## config.mk

```make
export PLATFORM = sky130hd
export DESIGN_NAME = rtcu_core
export DESIGN_NICKNAME = d
export VERILOG_FILES = /design/src/rtcu_pkg.sv /design/src/rtcu_core.sv /design/src/rtcu_timer.sv
export SDC_FILE = /design/constraint.sdc
export NUM_CORES = 1
export LEC_CHECK = 0
export BUFFER_PORTS_ARGS = -buffer_cell sky130_fd_sc_hd__buf_4
export CELL_PAD_IN_SITES_DETAIL_PLACEMENT = 1
export CELL_PAD_IN_SITES_GLOBAL_PLACEMENT = 2
export CORE_ASPECT_RATIO = 1.25
export CORE_MARGIN = 2
export CORE_UTILIZATION = 30
export DETAILED_ROUTE_END_ITERATION = 16
export PLACE_DENSITY = 0.8
export SYNTH_ARGS = -nofsm -noshare
export SYNTH_HDL_FRONTEND = slang
export SYNTH_SLANG_ARGS = --single-unit
```

## constraint.sdc

```tcl
create_clock -name ref_clk -period 6.02 [get_ports ref_clk]
set_input_delay 0.301 -clock ref_clk [delete_from_list [all_inputs] [get_ports ref_clk]]
set_output_delay 0.301 -clock ref_clk [all_outputs]
set_load 0.01 [all_outputs]
```

## src/rtcu_pkg.sv

```systemverilog
// package for the regulatory test command unit: register map, encodings, timing
// assumes a 10 MHz system clock and an avalon-mm slave port with 32-bit data
package rtcu_pkg;

  // ----------------------------------------------------------------
  // register byte offsets
  // ----------------------------------------------------------------
  localparam logic [3:0] OFS_CMD     = 4'h0;  // command code and argument, write
  localparam logic [3:0] OFS_STATE   = 4'h4;  // test state and association status
  localparam logic [3:0] OFS_CHANNEL = 4'h8;  // stored channel number
  localparam logic [3:0] OFS_POWER   = 4'hC;  // stored power, mapping, flags

  // ----------------------------------------------------------------
  // command register layout
  // ----------------------------------------------------------------
  localparam int CMD_CODE_LSB = 16;  // command code in bits 19:16
  localparam int CMD_CODE_W   = 4;
  localparam int ARG_W        = 16;  // argument in bits 15:0

  typedef enum logic [3:0] {
    CMD_ENABLE   = 4'h0,  // argument 0 disables only while test inactive, 1 enables
    CMD_START    = 4'h1,
    CMD_STOP     = 4'h2,
    CMD_TX_START = 4'h5,
    CMD_TX_STOP  = 4'h6,
    CMD_SET_CHAN = 4'h7,
    CMD_SET_PWR  = 4'h9,
    CMD_RX_START = 4'hD,
    CMD_SET_MAP  = 4'hE
  } cmd_t;

  // ----------------------------------------------------------------
  // reported test state values
  // ----------------------------------------------------------------
  localparam logic [2:0] ST_INACTIVE = 3'h0;
  localparam logic [2:0] ST_TRANS    = 3'h1;
  localparam logic [2:0] ST_IDLE     = 3'h2;
  localparam logic [2:0] ST_RX       = 3'h3;
  localparam logic [2:0] ST_TX       = 3'h4;
  localparam logic [2:0] ST_ERROR    = 3'h5;

  // ----------------------------------------------------------------
  // status, mapping and power constants
  // ----------------------------------------------------------------
  localparam logic [7:0]  ASSOC_TEST    = 8'h31;  // reported while test mode enabled
  localparam logic [7:0]  ASSOC_NORMAL  = 8'hFF;  // reported otherwise
  localparam logic [2:0]  MAP_ARFCN     = 3'h0;
  localparam logic [2:0]  MAP_ARFCN_PCS = 3'h1;
  localparam logic [2:0]  MAP_EARFCN    = 3'h4;
  localparam int          PWR_W         = 12;
  localparam int          PWR_FRAC      = 4;
  localparam logic [11:0] PWR_RESET     = 12'h000;
  localparam logic [15:0] CHAN_RESET    = 16'h0000;

  // ----------------------------------------------------------------
  // timing: radio settle times
  // ----------------------------------------------------------------
  localparam int CLK_HZ      = 10_000_000;
  localparam int TRANS_US    = 100;  // start and stop settle time
  localparam int TRANS_CYC   = (TRANS_US * (CLK_HZ / 1_000_000) < 1) ? 1 :
                               TRANS_US * (CLK_HZ / 1_000_000);
  localparam int RX_WAIT_S   = 120;  // receive entry takes up to two minutes
  localparam longint RX_WAIT_CYC = longint'(RX_WAIT_S) * longint'(CLK_HZ);
  localparam int TIMER_W     = 32;

endpackage

```

## src/rtcu_core.sv

```systemverilog
// regulatory test command unit: decodes test commands written over avalon-mm,
// keeps channel, power and mapping settings and walks the test state.
// assumes a 10 MHz clock, synchronous reset and a master that holds requests
// until waitrequest is low.
//
// How it works
// - enable command: 1 enables, 0 disables; off; code ignores 0 unless test inactive
// - association status reads 0x31 while enabled
// - stop ends running test, leaves mode
// - normal cellular functions blocked until stopped
// - transmit start uses stored channel, power
// - transmit stop ends the modulated transmit
// - set channel stores 0 to 65535
// - channel readback returns last stored value
// - power is 12-bit signed sixteenths dBm
// - only whole dBm part drives radio
// - power readback returns last stored value
// - receive start uses stored channel
// - mapping accepts 0, 1, 4; defaults 4
// - mapping readback returns current setting
// - state codes 0 to 5 as listed
// - receive entry up to two minutes, error shown
//
// Register access over Avalon-MM and the address map were decided locally.
`timescale 1ns/1ns
`default_nettype none
module rtcu_core
#(
  parameter longint RX_WAIT = rtcu_pkg::RX_WAIT_CYC  // receive entry wait, cycles
)
(
  input  wire logic        ref_clk,           // system clock
  input  wire logic        rst,               // synchronous reset
  input  wire logic [3:0]  avs_address,       // byte address
  input  wire logic        avs_read,          // read request
  input  wire logic        avs_write,         // write request
  input  wire logic [31:0] avs_writedata,     // write data
  input  wire logic [3:0]  avs_byteenable,    // byte lanes
  output logic [31:0]      avs_readdata,      // read data
  output logic             avs_waitrequest,   // stall
  output logic             tx_active,         // modulated transmit on
  output logic             rx_active,         // receive test on
  output logic [15:0]      radio_channel,     // channel in use
  output logic [2:0]       radio_mapping,     // channel numbering scheme
  output logic [7:0]       radio_power_dbm,   // whole dBm, signed
  output logic             cellular_blocked   // normal functions held off
);
  import rtcu_pkg::*;

  // ----------------------------------------------------------------
  // declarations
  // ----------------------------------------------------------------
  typedef enum logic [2:0] {
    S_INACTIVE, S_TRANS, S_IDLE, S_RX_WAIT, S_RX, S_TX, S_STOPPING
  } fsm_t;

  fsm_t        state, next_state;        // test state machine
  logic        enabled, next_enabled;    // test mode enable
  logic [15:0] chan, next_chan;          // stored channel
  logic [11:0] pwr, next_pwr;            // stored power, sixteenths dBm
  logic [2:0]  map, next_map;            // stored mapping
  logic        bad_map, next_bad_map;    // sticky: illegal mapping refused
  logic        ack, next_ack;            // one-cycle answer phase
  logic [31:0] rdata, next_rdata;        // registered read data
  logic        tmr_load;                 // start a settle wait
  logic [TIMER_W-1:0] tmr_count;         // length of that wait
  logic        tmr_cancel;               // abandon a wait
  logic        tmr_done;                 // wait expired
  logic        wr_cmd;                   // command write taken this cycle
  logic [CMD_CODE_W-1:0] code;           // command code field
  logic [ARG_W-1:0]      arg;            // argument field
  logic [2:0]  state_code;               // reported test state

  assign code   = avs_writedata[CMD_CODE_LSB +: CMD_CODE_W];
  assign arg    = avs_writedata[ARG_W-1:0];
  // commands take effect on the accepting edge, when waitrequest is low
  assign wr_cmd = avs_write && ack && avs_address == OFS_CMD && (&avs_byteenable[2:0]);

  // ----------------------------------------------------------------
  // settle timer
  // ----------------------------------------------------------------
  rtcu_timer u_timer (
    .ref_clk (ref_clk),
    .rst     (rst),
    .load    (tmr_load),
    .count   (tmr_count),
    .cancel  (tmr_cancel),
    .done    (tmr_done)
  );

  // ----------------------------------------------------------------
  // state reporting
  // ----------------------------------------------------------------
  // receive entry shows error while the radio reconfigures
  always_comb
  begin
    unique case (state)
      S_INACTIVE: state_code = ST_INACTIVE;
      S_TRANS:    state_code = ST_TRANS;
      S_STOPPING: state_code = ST_TRANS;
      S_IDLE:     state_code = ST_IDLE;
      S_RX_WAIT:  state_code = ST_ERROR;
      S_RX:       state_code = ST_RX;
      S_TX:       state_code = ST_TX;
      default:    state_code = ST_ERROR;          // unused code reads as error
    endcase
  end

  // ----------------------------------------------------------------
  // command decode and test state machine
  // ----------------------------------------------------------------
  // commands are ignored while test mode is disabled; enable is needed first
  always_comb
  begin
    next_state   = state;
    next_enabled = enabled;
    next_chan    = chan;
    next_pwr     = pwr;
    next_map     = map;
    next_bad_map = bad_map;
    tmr_load     = 1'b0;
    tmr_count    = TIMER_W'(TRANS_CYC);
    tmr_cancel   = 1'b0;
    if (wr_cmd)
    begin
      unique case (code)
        CMD_ENABLE:
          if (arg == 16'h0001)
            next_enabled = 1'b1;
          else if (arg == 16'h0000 && state == S_INACTIVE)
            next_enabled = 1'b0;
        CMD_START:
          if (enabled && state == S_INACTIVE)
          begin
            next_state = S_TRANS;
            tmr_load   = 1'b1;
          end
        CMD_STOP:
          if (state != S_INACTIVE)
          begin
            next_state = S_STOPPING;
            tmr_load   = 1'b1;
          end
        CMD_TX_START:
          if (state == S_IDLE)
            next_state = S_TX;
        CMD_TX_STOP:
          if (state == S_TX)
            next_state = S_IDLE;
        CMD_RX_START:
          if (state == S_IDLE)
          begin
            next_state = S_RX_WAIT;
            tmr_load   = 1'b1;
            tmr_count  = TIMER_W'(RX_WAIT);
          end
        CMD_SET_CHAN:
          if (enabled)
            next_chan = arg;
        CMD_SET_PWR:
          if (enabled)
            next_pwr = arg[PWR_W-1:0];
        CMD_SET_MAP:
          if (enabled)
          begin
            if (arg[2:0] inside {MAP_ARFCN, MAP_ARFCN_PCS, MAP_EARFCN}
                && arg[ARG_W-1:3] == '0)
              next_map = arg[2:0];
            else
              next_bad_map = 1'b1;                // illegal value refused
          end
        default: ;                                // unknown codes ignored
      endcase
    end
    // timer expiries finish the transitional states
    if (tmr_done && !tmr_load)
    begin
      unique case (state)
        S_TRANS:    next_state = S_IDLE;
        S_RX_WAIT:  next_state = S_RX;
        S_STOPPING: next_state = S_INACTIVE;
        default:    ;
      endcase
    end
  end

  // registers only
  always_ff @(posedge ref_clk)
  begin
    if (rst)
    begin
      state   <= S_INACTIVE;
      enabled <= 1'b0;
      chan    <= CHAN_RESET;
      pwr     <= PWR_RESET;
      map     <= MAP_EARFCN;
      bad_map <= 1'b0;
    end
    else
    begin
      state   <= next_state;
      enabled <= next_enabled;
      chan    <= next_chan;
      pwr     <= next_pwr;
      map     <= next_map;
      bad_map <= next_bad_map;
    end
  end

  // ----------------------------------------------------------------
  // avalon-mm slave: one wait state, then the answer
  // ----------------------------------------------------------------
  // read data is captured in the stall cycle so it stands at the accepting edge;
  // the sticky mapping error flag is not touched here, only reset clears it
  always_comb
  begin
    next_ack   = (avs_read || avs_write) && !ack;
    next_rdata = rdata;
    if ((avs_read && !ack))
    begin
      unique case (avs_address)
        OFS_STATE:   next_rdata = {13'h0000, enabled, 2'b00,
                                   enabled ? ASSOC_TEST : ASSOC_NORMAL,
                                   5'h00, state_code};
        OFS_CHANNEL: next_rdata = {16'h0000, chan};
        OFS_POWER:   next_rdata = {12'h000, bad_map, map,
                                   4'h0, pwr};
        default:     next_rdata = 32'h0000_0000;
      endcase
    end
  end

  assign avs_waitrequest = (avs_read || avs_write) && !ack;
  assign avs_readdata    = rdata;

  // registers only
  always_ff @(posedge ref_clk)
  begin
    if (rst)
    begin
      ack   <= 1'b0;
      rdata <= 32'h0000_0000;
    end
    else
    begin
      ack   <= next_ack;
      rdata <= next_rdata;
    end
  end

  // ----------------------------------------------------------------
  // radio control outputs
  // ----------------------------------------------------------------
  logic next_tx, next_rx, next_blk;
  logic [7:0] next_dbm;

  always_comb
  begin
    next_tx  = next_state == S_TX;
    next_rx  = next_state == S_RX;
    next_blk = next_state != S_INACTIVE;
    // dropping the four fraction bits keeps the sign; negative fractions round down
    next_dbm = next_pwr[PWR_W-1:PWR_FRAC];
  end

  always_ff @(posedge ref_clk)
  begin
    if (rst)
    begin
      tx_active        <= 1'b0;
      rx_active        <= 1'b0;
      cellular_blocked <= 1'b0;
      radio_power_dbm  <= 8'h00;
      radio_channel    <= CHAN_RESET;
      radio_mapping    <= MAP_EARFCN;
    end
    else
    begin
      tx_active        <= next_tx;
      rx_active        <= next_rx;
      cellular_blocked <= next_blk;
      radio_power_dbm  <= next_dbm;
      radio_channel    <= next_chan;
      radio_mapping    <= next_map;
    end
  end

  // ----------------------------------------------------------------
  // checks
  // ----------------------------------------------------------------
  enable_default_a: assert property (@(posedge ref_clk)
    $fell(rst) |-> !enabled && map == MAP_EARFCN)
    else $error("enable or mapping wrong after reset");
  assoc_value_a: assert property (@(posedge ref_clk) disable iff (rst)
    enabled && avs_read && !ack && avs_address == OFS_STATE
    |=> avs_readdata[15:8] == ASSOC_TEST)
    else $error("association status not 0x31 in test mode");
  stop_ends_a: assert property (@(posedge ref_clk) disable iff (rst)
    wr_cmd && code == CMD_STOP && state != S_INACTIVE
    |=> state == S_STOPPING ##1 !tx_active && !rx_active)
    else $error("stop did not end the test");
  // the blocked output is registered from the next state, so it matches state now
  blocked_held_a: assert property (@(posedge ref_clk) disable iff (rst)
    state != S_INACTIVE |-> cellular_blocked)
    else $error("cellular functions not blocked");
  tx_start_a: assert property (@(posedge ref_clk) disable iff (rst)
    wr_cmd && code == CMD_TX_START && state == S_IDLE
    |=> ##1 tx_active && radio_channel == $past(chan, 2))
    else $error("transmit did not start");
  tx_stop_a: assert property (@(posedge ref_clk) disable iff (rst)
    wr_cmd && code == CMD_TX_STOP && state == S_TX
    |=> state == S_IDLE ##1 !tx_active)
    else $error("transmit did not stop");
  chan_store_a: assert property (@(posedge ref_clk) disable iff (rst)
    wr_cmd && code == CMD_SET_CHAN && enabled |=> chan == $past(arg))
    else $error("channel not stored");
  power_whole_a: assert property (@(posedge ref_clk) disable iff (rst)
    wr_cmd && code == CMD_SET_PWR && enabled
    |=> radio_power_dbm == $past(arg[PWR_W-1:PWR_FRAC]))
    else $error("power fraction not discarded");
  map_legal_a: assert property (@(posedge ref_clk) disable iff (rst)
    map == MAP_ARFCN || map == MAP_ARFCN_PCS || map == MAP_EARFCN)
    else $error("illegal channel mapping held");
  // the settle timer needs one cycle to load and one to report its expiry
  start_walk_a: assert property (@(posedge ref_clk) disable iff (rst)
    wr_cmd && code == CMD_START && enabled && state == S_INACTIVE
    |=> state == S_TRANS ##1 state == S_TRANS ##[1:1000] state == S_IDLE)
    else $error("start did not reach idle");

endmodule
`default_nettype wire

```

## src/rtcu_timer.sv

```systemverilog
// settle timer: loads a count and pulses done when it has run down
// assumes one clock and synchronous active-high reset
`timescale 1ns/1ns
`default_nettype none
module rtcu_timer
(
  input  wire logic                         ref_clk,  // system clock
  input  wire logic                         rst,      // synchronous reset
  input  wire logic                         load,     // one-cycle load pulse
  input  wire logic [rtcu_pkg::TIMER_W-1:0] count,    // cycles to wait, at least one
  input  wire logic                         cancel,   // abandons a running wait
  output logic                              done      // one-cycle pulse at expiry
);
  import rtcu_pkg::*;

  // ----------------------------------------------------------------
  // countdown
  // ----------------------------------------------------------------
  logic [TIMER_W-1:0] remain;       // cycles left
  logic               run;          // wait in progress
  logic [TIMER_W-1:0] next_remain;
  logic               next_run;
  logic               next_done;

  // next values: load wins over cancel so a new wait is never dropped
  always_comb
  begin
    next_remain = remain;
    next_run    = run;
    next_done   = 1'b0;
    if (load)
    begin
      next_remain = count;
      next_run    = 1'b1;
    end
    else if (cancel)
      next_run = 1'b0;
    else if (run)
    begin
      if (remain <= TIMER_W'(1))
      begin
        next_run  = 1'b0;
        next_done = 1'b1;
      end
      else
        next_remain = remain - TIMER_W'(1);
    end
  end

  // registers only
  always_ff @(posedge ref_clk)
  begin
    if (rst)
    begin
      remain <= '0;
      run    <= 1'b0;
      done   <= 1'b0;
    end
    else
    begin
      remain <= next_remain;
      run    <= next_run;
      done   <= next_done;
    end
  end

endmodule
`default_nettype wire

```

==> flow_summary_export.csv <==
group,metric,value,unit
run_status,status,"completed",
sta,timing.final.hold_violations,0,
cells_and_area,count_of_nets_after_finishing,652,
sta,fmax,304.4,MHz
critical_path,worst_path_dominant_cell_family,"simple AND/OR/NAND/NOR gates",
grt,grt_overflow,0,
critical_path,critical_path_cell_count,5,
synth,part_of_the_yosys_area_used_for_sequential_elements,0.4095,
clock_network,worst_skew_pair.late_latency,0.35,ns
routing,drt_pass_1_iters,4,
die,io_pins,107,
clock_network,cts_inserted_buffers,9,
critical_path,critical_path.endpoint_type,"register",
cells_and_area,area_growth,19.66,%
synth,netlist_instances,555,
routing,met1Wirelength,5.117,mm
critical_path,ff2ff_setup_slack,2.73,ns
sta,slew-limit-headroom,0.3529,
synth,synth_top_flop_cell,"sky130_fd_sc_hd__dfxtp_1",
routing,final_antenna_net_count,0,
synth,synth_async_sr_flop_share,0,
placement,placed_area,5177,um^2
critical_path,worstPathBufferInverterCount,0,
sta,final.setup_skew,0.01012,ns
sta,timing.final.crit_period,3.285,ns
clock_network,post-cts-setup-buffers,0,
clock_network,clock_tree.buffer_depth,2,
die,die_area,16330,um^2
critical_path,worstSetupPathType,"reg2reg",
grt,maximum_number_of_pins_on_one_net_before_global_route_repair,65,
power_and_ir_drop,vdd.ir_drop.worst,0.1252,mV
routing,amount_of_wire_on_met2_after_detailed_routing,7.321,mm
cells_and_area,n_antenna_cell,0,
cells_and_area,layout_common_cells,"sky130_fd_sc_hd__dfxtp_1, sky130_fd_sc_hd__buf_4, sky130_fd_sc_hd__nand2_1",
sta,fin_setup_tns,0,ns
routing,wl_met3,602,um
routing,vias,4019,
clock_network,ctsHoldBuffers,0,
sta,setup_viol_count_final,0,
critical_path,timing.critical_path.from,"state[2]",
cells_and_area,drive_above_1_share,0.2013,
die,core_region_area,15010,um^2
critical_path,start_kind,"register",
sta,timing_max_transition_violations_final,0,
placement,place_ws,2.740,ns
grt,grt_pass1_vias,4298,
placement,dp.final_hpwl,9.987,mm
clock_network,clock_sinks,94,
worst_hold_path,hold_class,"in2reg",
critical_path,rr_endpoint,"u_timer.remain[1]",
die,chipHeight,142.4,um
synth,synth.avg_cell_area,8.280,um^2
routing,drt_drc_violations_left,0,
power_and_ir_drop,p_leak,2.070,nW
sta,worst-slew-pin-transition,0.9707,ns
routing,drt_first_iter_violations,87,
synth,synthesis.yosys.warnings,0,
clock_network,htree_num_levels,3,
critical_path,cp.required,6.27,ns
die,initial_utilization,0.3061,
synth,synth_area,4596,um^2
critical_path,critPathArrivalTime,3.53,ns
critical_path,critical_r2r_launch,"state[2]",
clock_network,cts_resized,0,
critical_path,critical-path-max-stage-delay,0.77,ns
sta,timing.final.ws_setup,2.735,ns
sta,layout_worst_path_cycle_share,0.5457,
synth,synth_enable_flop_cells,0,
grt,gr-usage-all-layers,0.1726,
critical_path,crit_path_capture,"u_timer.remain[1]",
critical_path,crit_chain,"nor3_1, mux2_2, o2111ai_2, nand2b_1, a311oi_1",
die,die_width,114.7,um
sta,rsz_0062_raised_after_global_routing,"false",
clock_network,cts_tree,"done",
cells_and_area,n_fill_cell,1831,
clock_network,worst_path_clk_slew,0.07,ns
clock_network,clock_root_buffer,"sky130_fd_sc_hd__clkbuf_16",
routing,final_routed_wire_length_divided_by_cell_count,16.99,um
placement,io_buffers,81,
synth,synth_cell_types,69,
flow_run,maxCapViolations,0,
critical_path,crit_fanout,23,
routing,highest_layer,"met4",
sta,fin_hold_ws,0.2114,ns
cells_and_area,postLayoutCellArea,5499,um^2
placement,rd_place_congestion,0.7593,
critical_path,timing.critical_path.slowest_stage_cell,"sky130_fd_sc_hd__o2111ai_2",
die,core.rowCount,50,
cells_and_area,mostFrequentLayoutCell,"sky130_fd_sc_hd__dfxtp_1",
grt,grt_first_pass_wirelength,22.07,mm
synth,postSynthRegisterBits,94,
power_and_ir_drop,power.density_cell_area,238.2,nW/um^2
routing,route.detailed.vias_per_inst,5.068,
critical_path,reg2reg_depth,5,
routing,detail_route.wirelength,13.47,mm
grt,grt_antenna_before_repair,0,
-- kinds of logic (layout without fill, tap and decap cells) --
family / Yosys count / after routing / share of synthesized area
other: 1 / 12 / 0.0008160
AOI/OAI and AO/OA: 107 / 107 / 0.1416
muxes: 14 / 14 / 0.03240
xor gates and xnor gates: 31 / 31 / 0.06071
buffers and inverters: 58 / 103 / 0.06915
DFF: 94 / 94 / 0.4095
and+or+nand+nor: 248 / 248 / 0.2804
adders and majority gates: 2 / 2 / 0.005444
-- cells in the mapped netlist (all sizes together) (5+ instances only) --
cell type,instances,share of area
o21ai,9,0.0098
xor2,18,0.036
clkbuf,20,0.016
nor3,15,0.016
a32oi,5,0.0095
buf,32,0.048
mux2,7,0.017
xnor2,13,0.025
nor2b,12,0.016
dfxtp,94,0.41
mux2i,7,0.015
nand2b,7,0.0095
nor4,10,0.023
and3,6,0.0082
inv,6,0.0049
nand3b,8,0.016
nor2,75,0.061
nand2,81,0.068
a21oi,66,0.072
-- layer usage --
metal | vias up | GRT usage
li1 | 1970 | -
met3 | 17 | 0.04429
met4 | 0 | 0.07736
met5 | - | 0
met2 | 64 | 0.3264
met1 | 1968 | 0.1757
-- power breakdown --
part            total, W  leakage, nW  internal [W]  switching (W)
registers       0.000624        0.757      0.000623    0.000000898
logic          0.0000681         1.16     0.0000242      0.0000439
clock network   0.000618        0.148      0.000365       0.000253
total            0.00131         2.07       0.00101       0.000298
-- cell type report --
cell class | count | area (um^2) | area share
clock buffers | 9 | 225.2 | 0.04096
well taps | 182 | 227.7 | 0.04141
clock inverters | 7 | 96.34 | 0.01752
multi-input cells | 414 | 2437 | 0.4432
repair buffers | 81 | 608.1 | 0.1106
flip-flops and latches | 94 | 1882 | 0.3422
inverters | 6 | 22.52 | 0.004096
-- worst reg2reg max path: cells and delay by family, from the launching register on --
family           cells  cell delay [ns]
multiplexers         1             0.40
AND/OR/NAND/NOR      2             1.18
flip-flops           1             0.45
AO/OA/AOI/OAI        2             1.16
-- through the flow --
step	util	total power (W)	cells
2_1_floorplan	-	0.0006820	566
3_3_place_gp	0.3448	0.0007061	777
5_1_grt	0.3663	0.001365	793
4_1_cts	0.3663	0.001327	793
6_report	0.3663	0.001310	793
3_5_place_dp	0.3448	0.0007070	777
-- state kept, by name, summed over array words and instances (netlist names) --
| signal | cells |
|---|---|
| cellular_blocked | 1 |
| rx_active | 1 |
| u_timer.remain | 32 |
| tx_active | 1 |
| ack | 1 |
| radio_mapping | 3 |
| u_timer.run | 1 |
| bad_map | 1 |
| radio_channel | 16 |
| state | 3 |
| u_timer.done | 1 |
| enabled | 1 |
| avs_readdata | 20 |
| pwr | 12 |
-- how the worst min path moves through the flow --
stage / depth (start not counted) / startpoint / slack [ns] / to
3_5_place_dp: 2 / pwr[2] / 0.45 / pwr[2]
4_1_cts: 3 / avs_writedata[14] / 0.20 / radio_channel[14]
2_1_floorplan: 1 / avs_writedata[2] / 0.42 / radio_mapping[2]
5_1_grt: 3 / avs_writedata[14] / 0.21 / radio_channel[14]
6_report: 3 / avs_writedata[9] / 0.21 / pwr[9]
3_3_place_gp: 2 / pwr[1] / 0.43 / pwr[1]
Note: power is estimated with default switching activity, not from simulation.
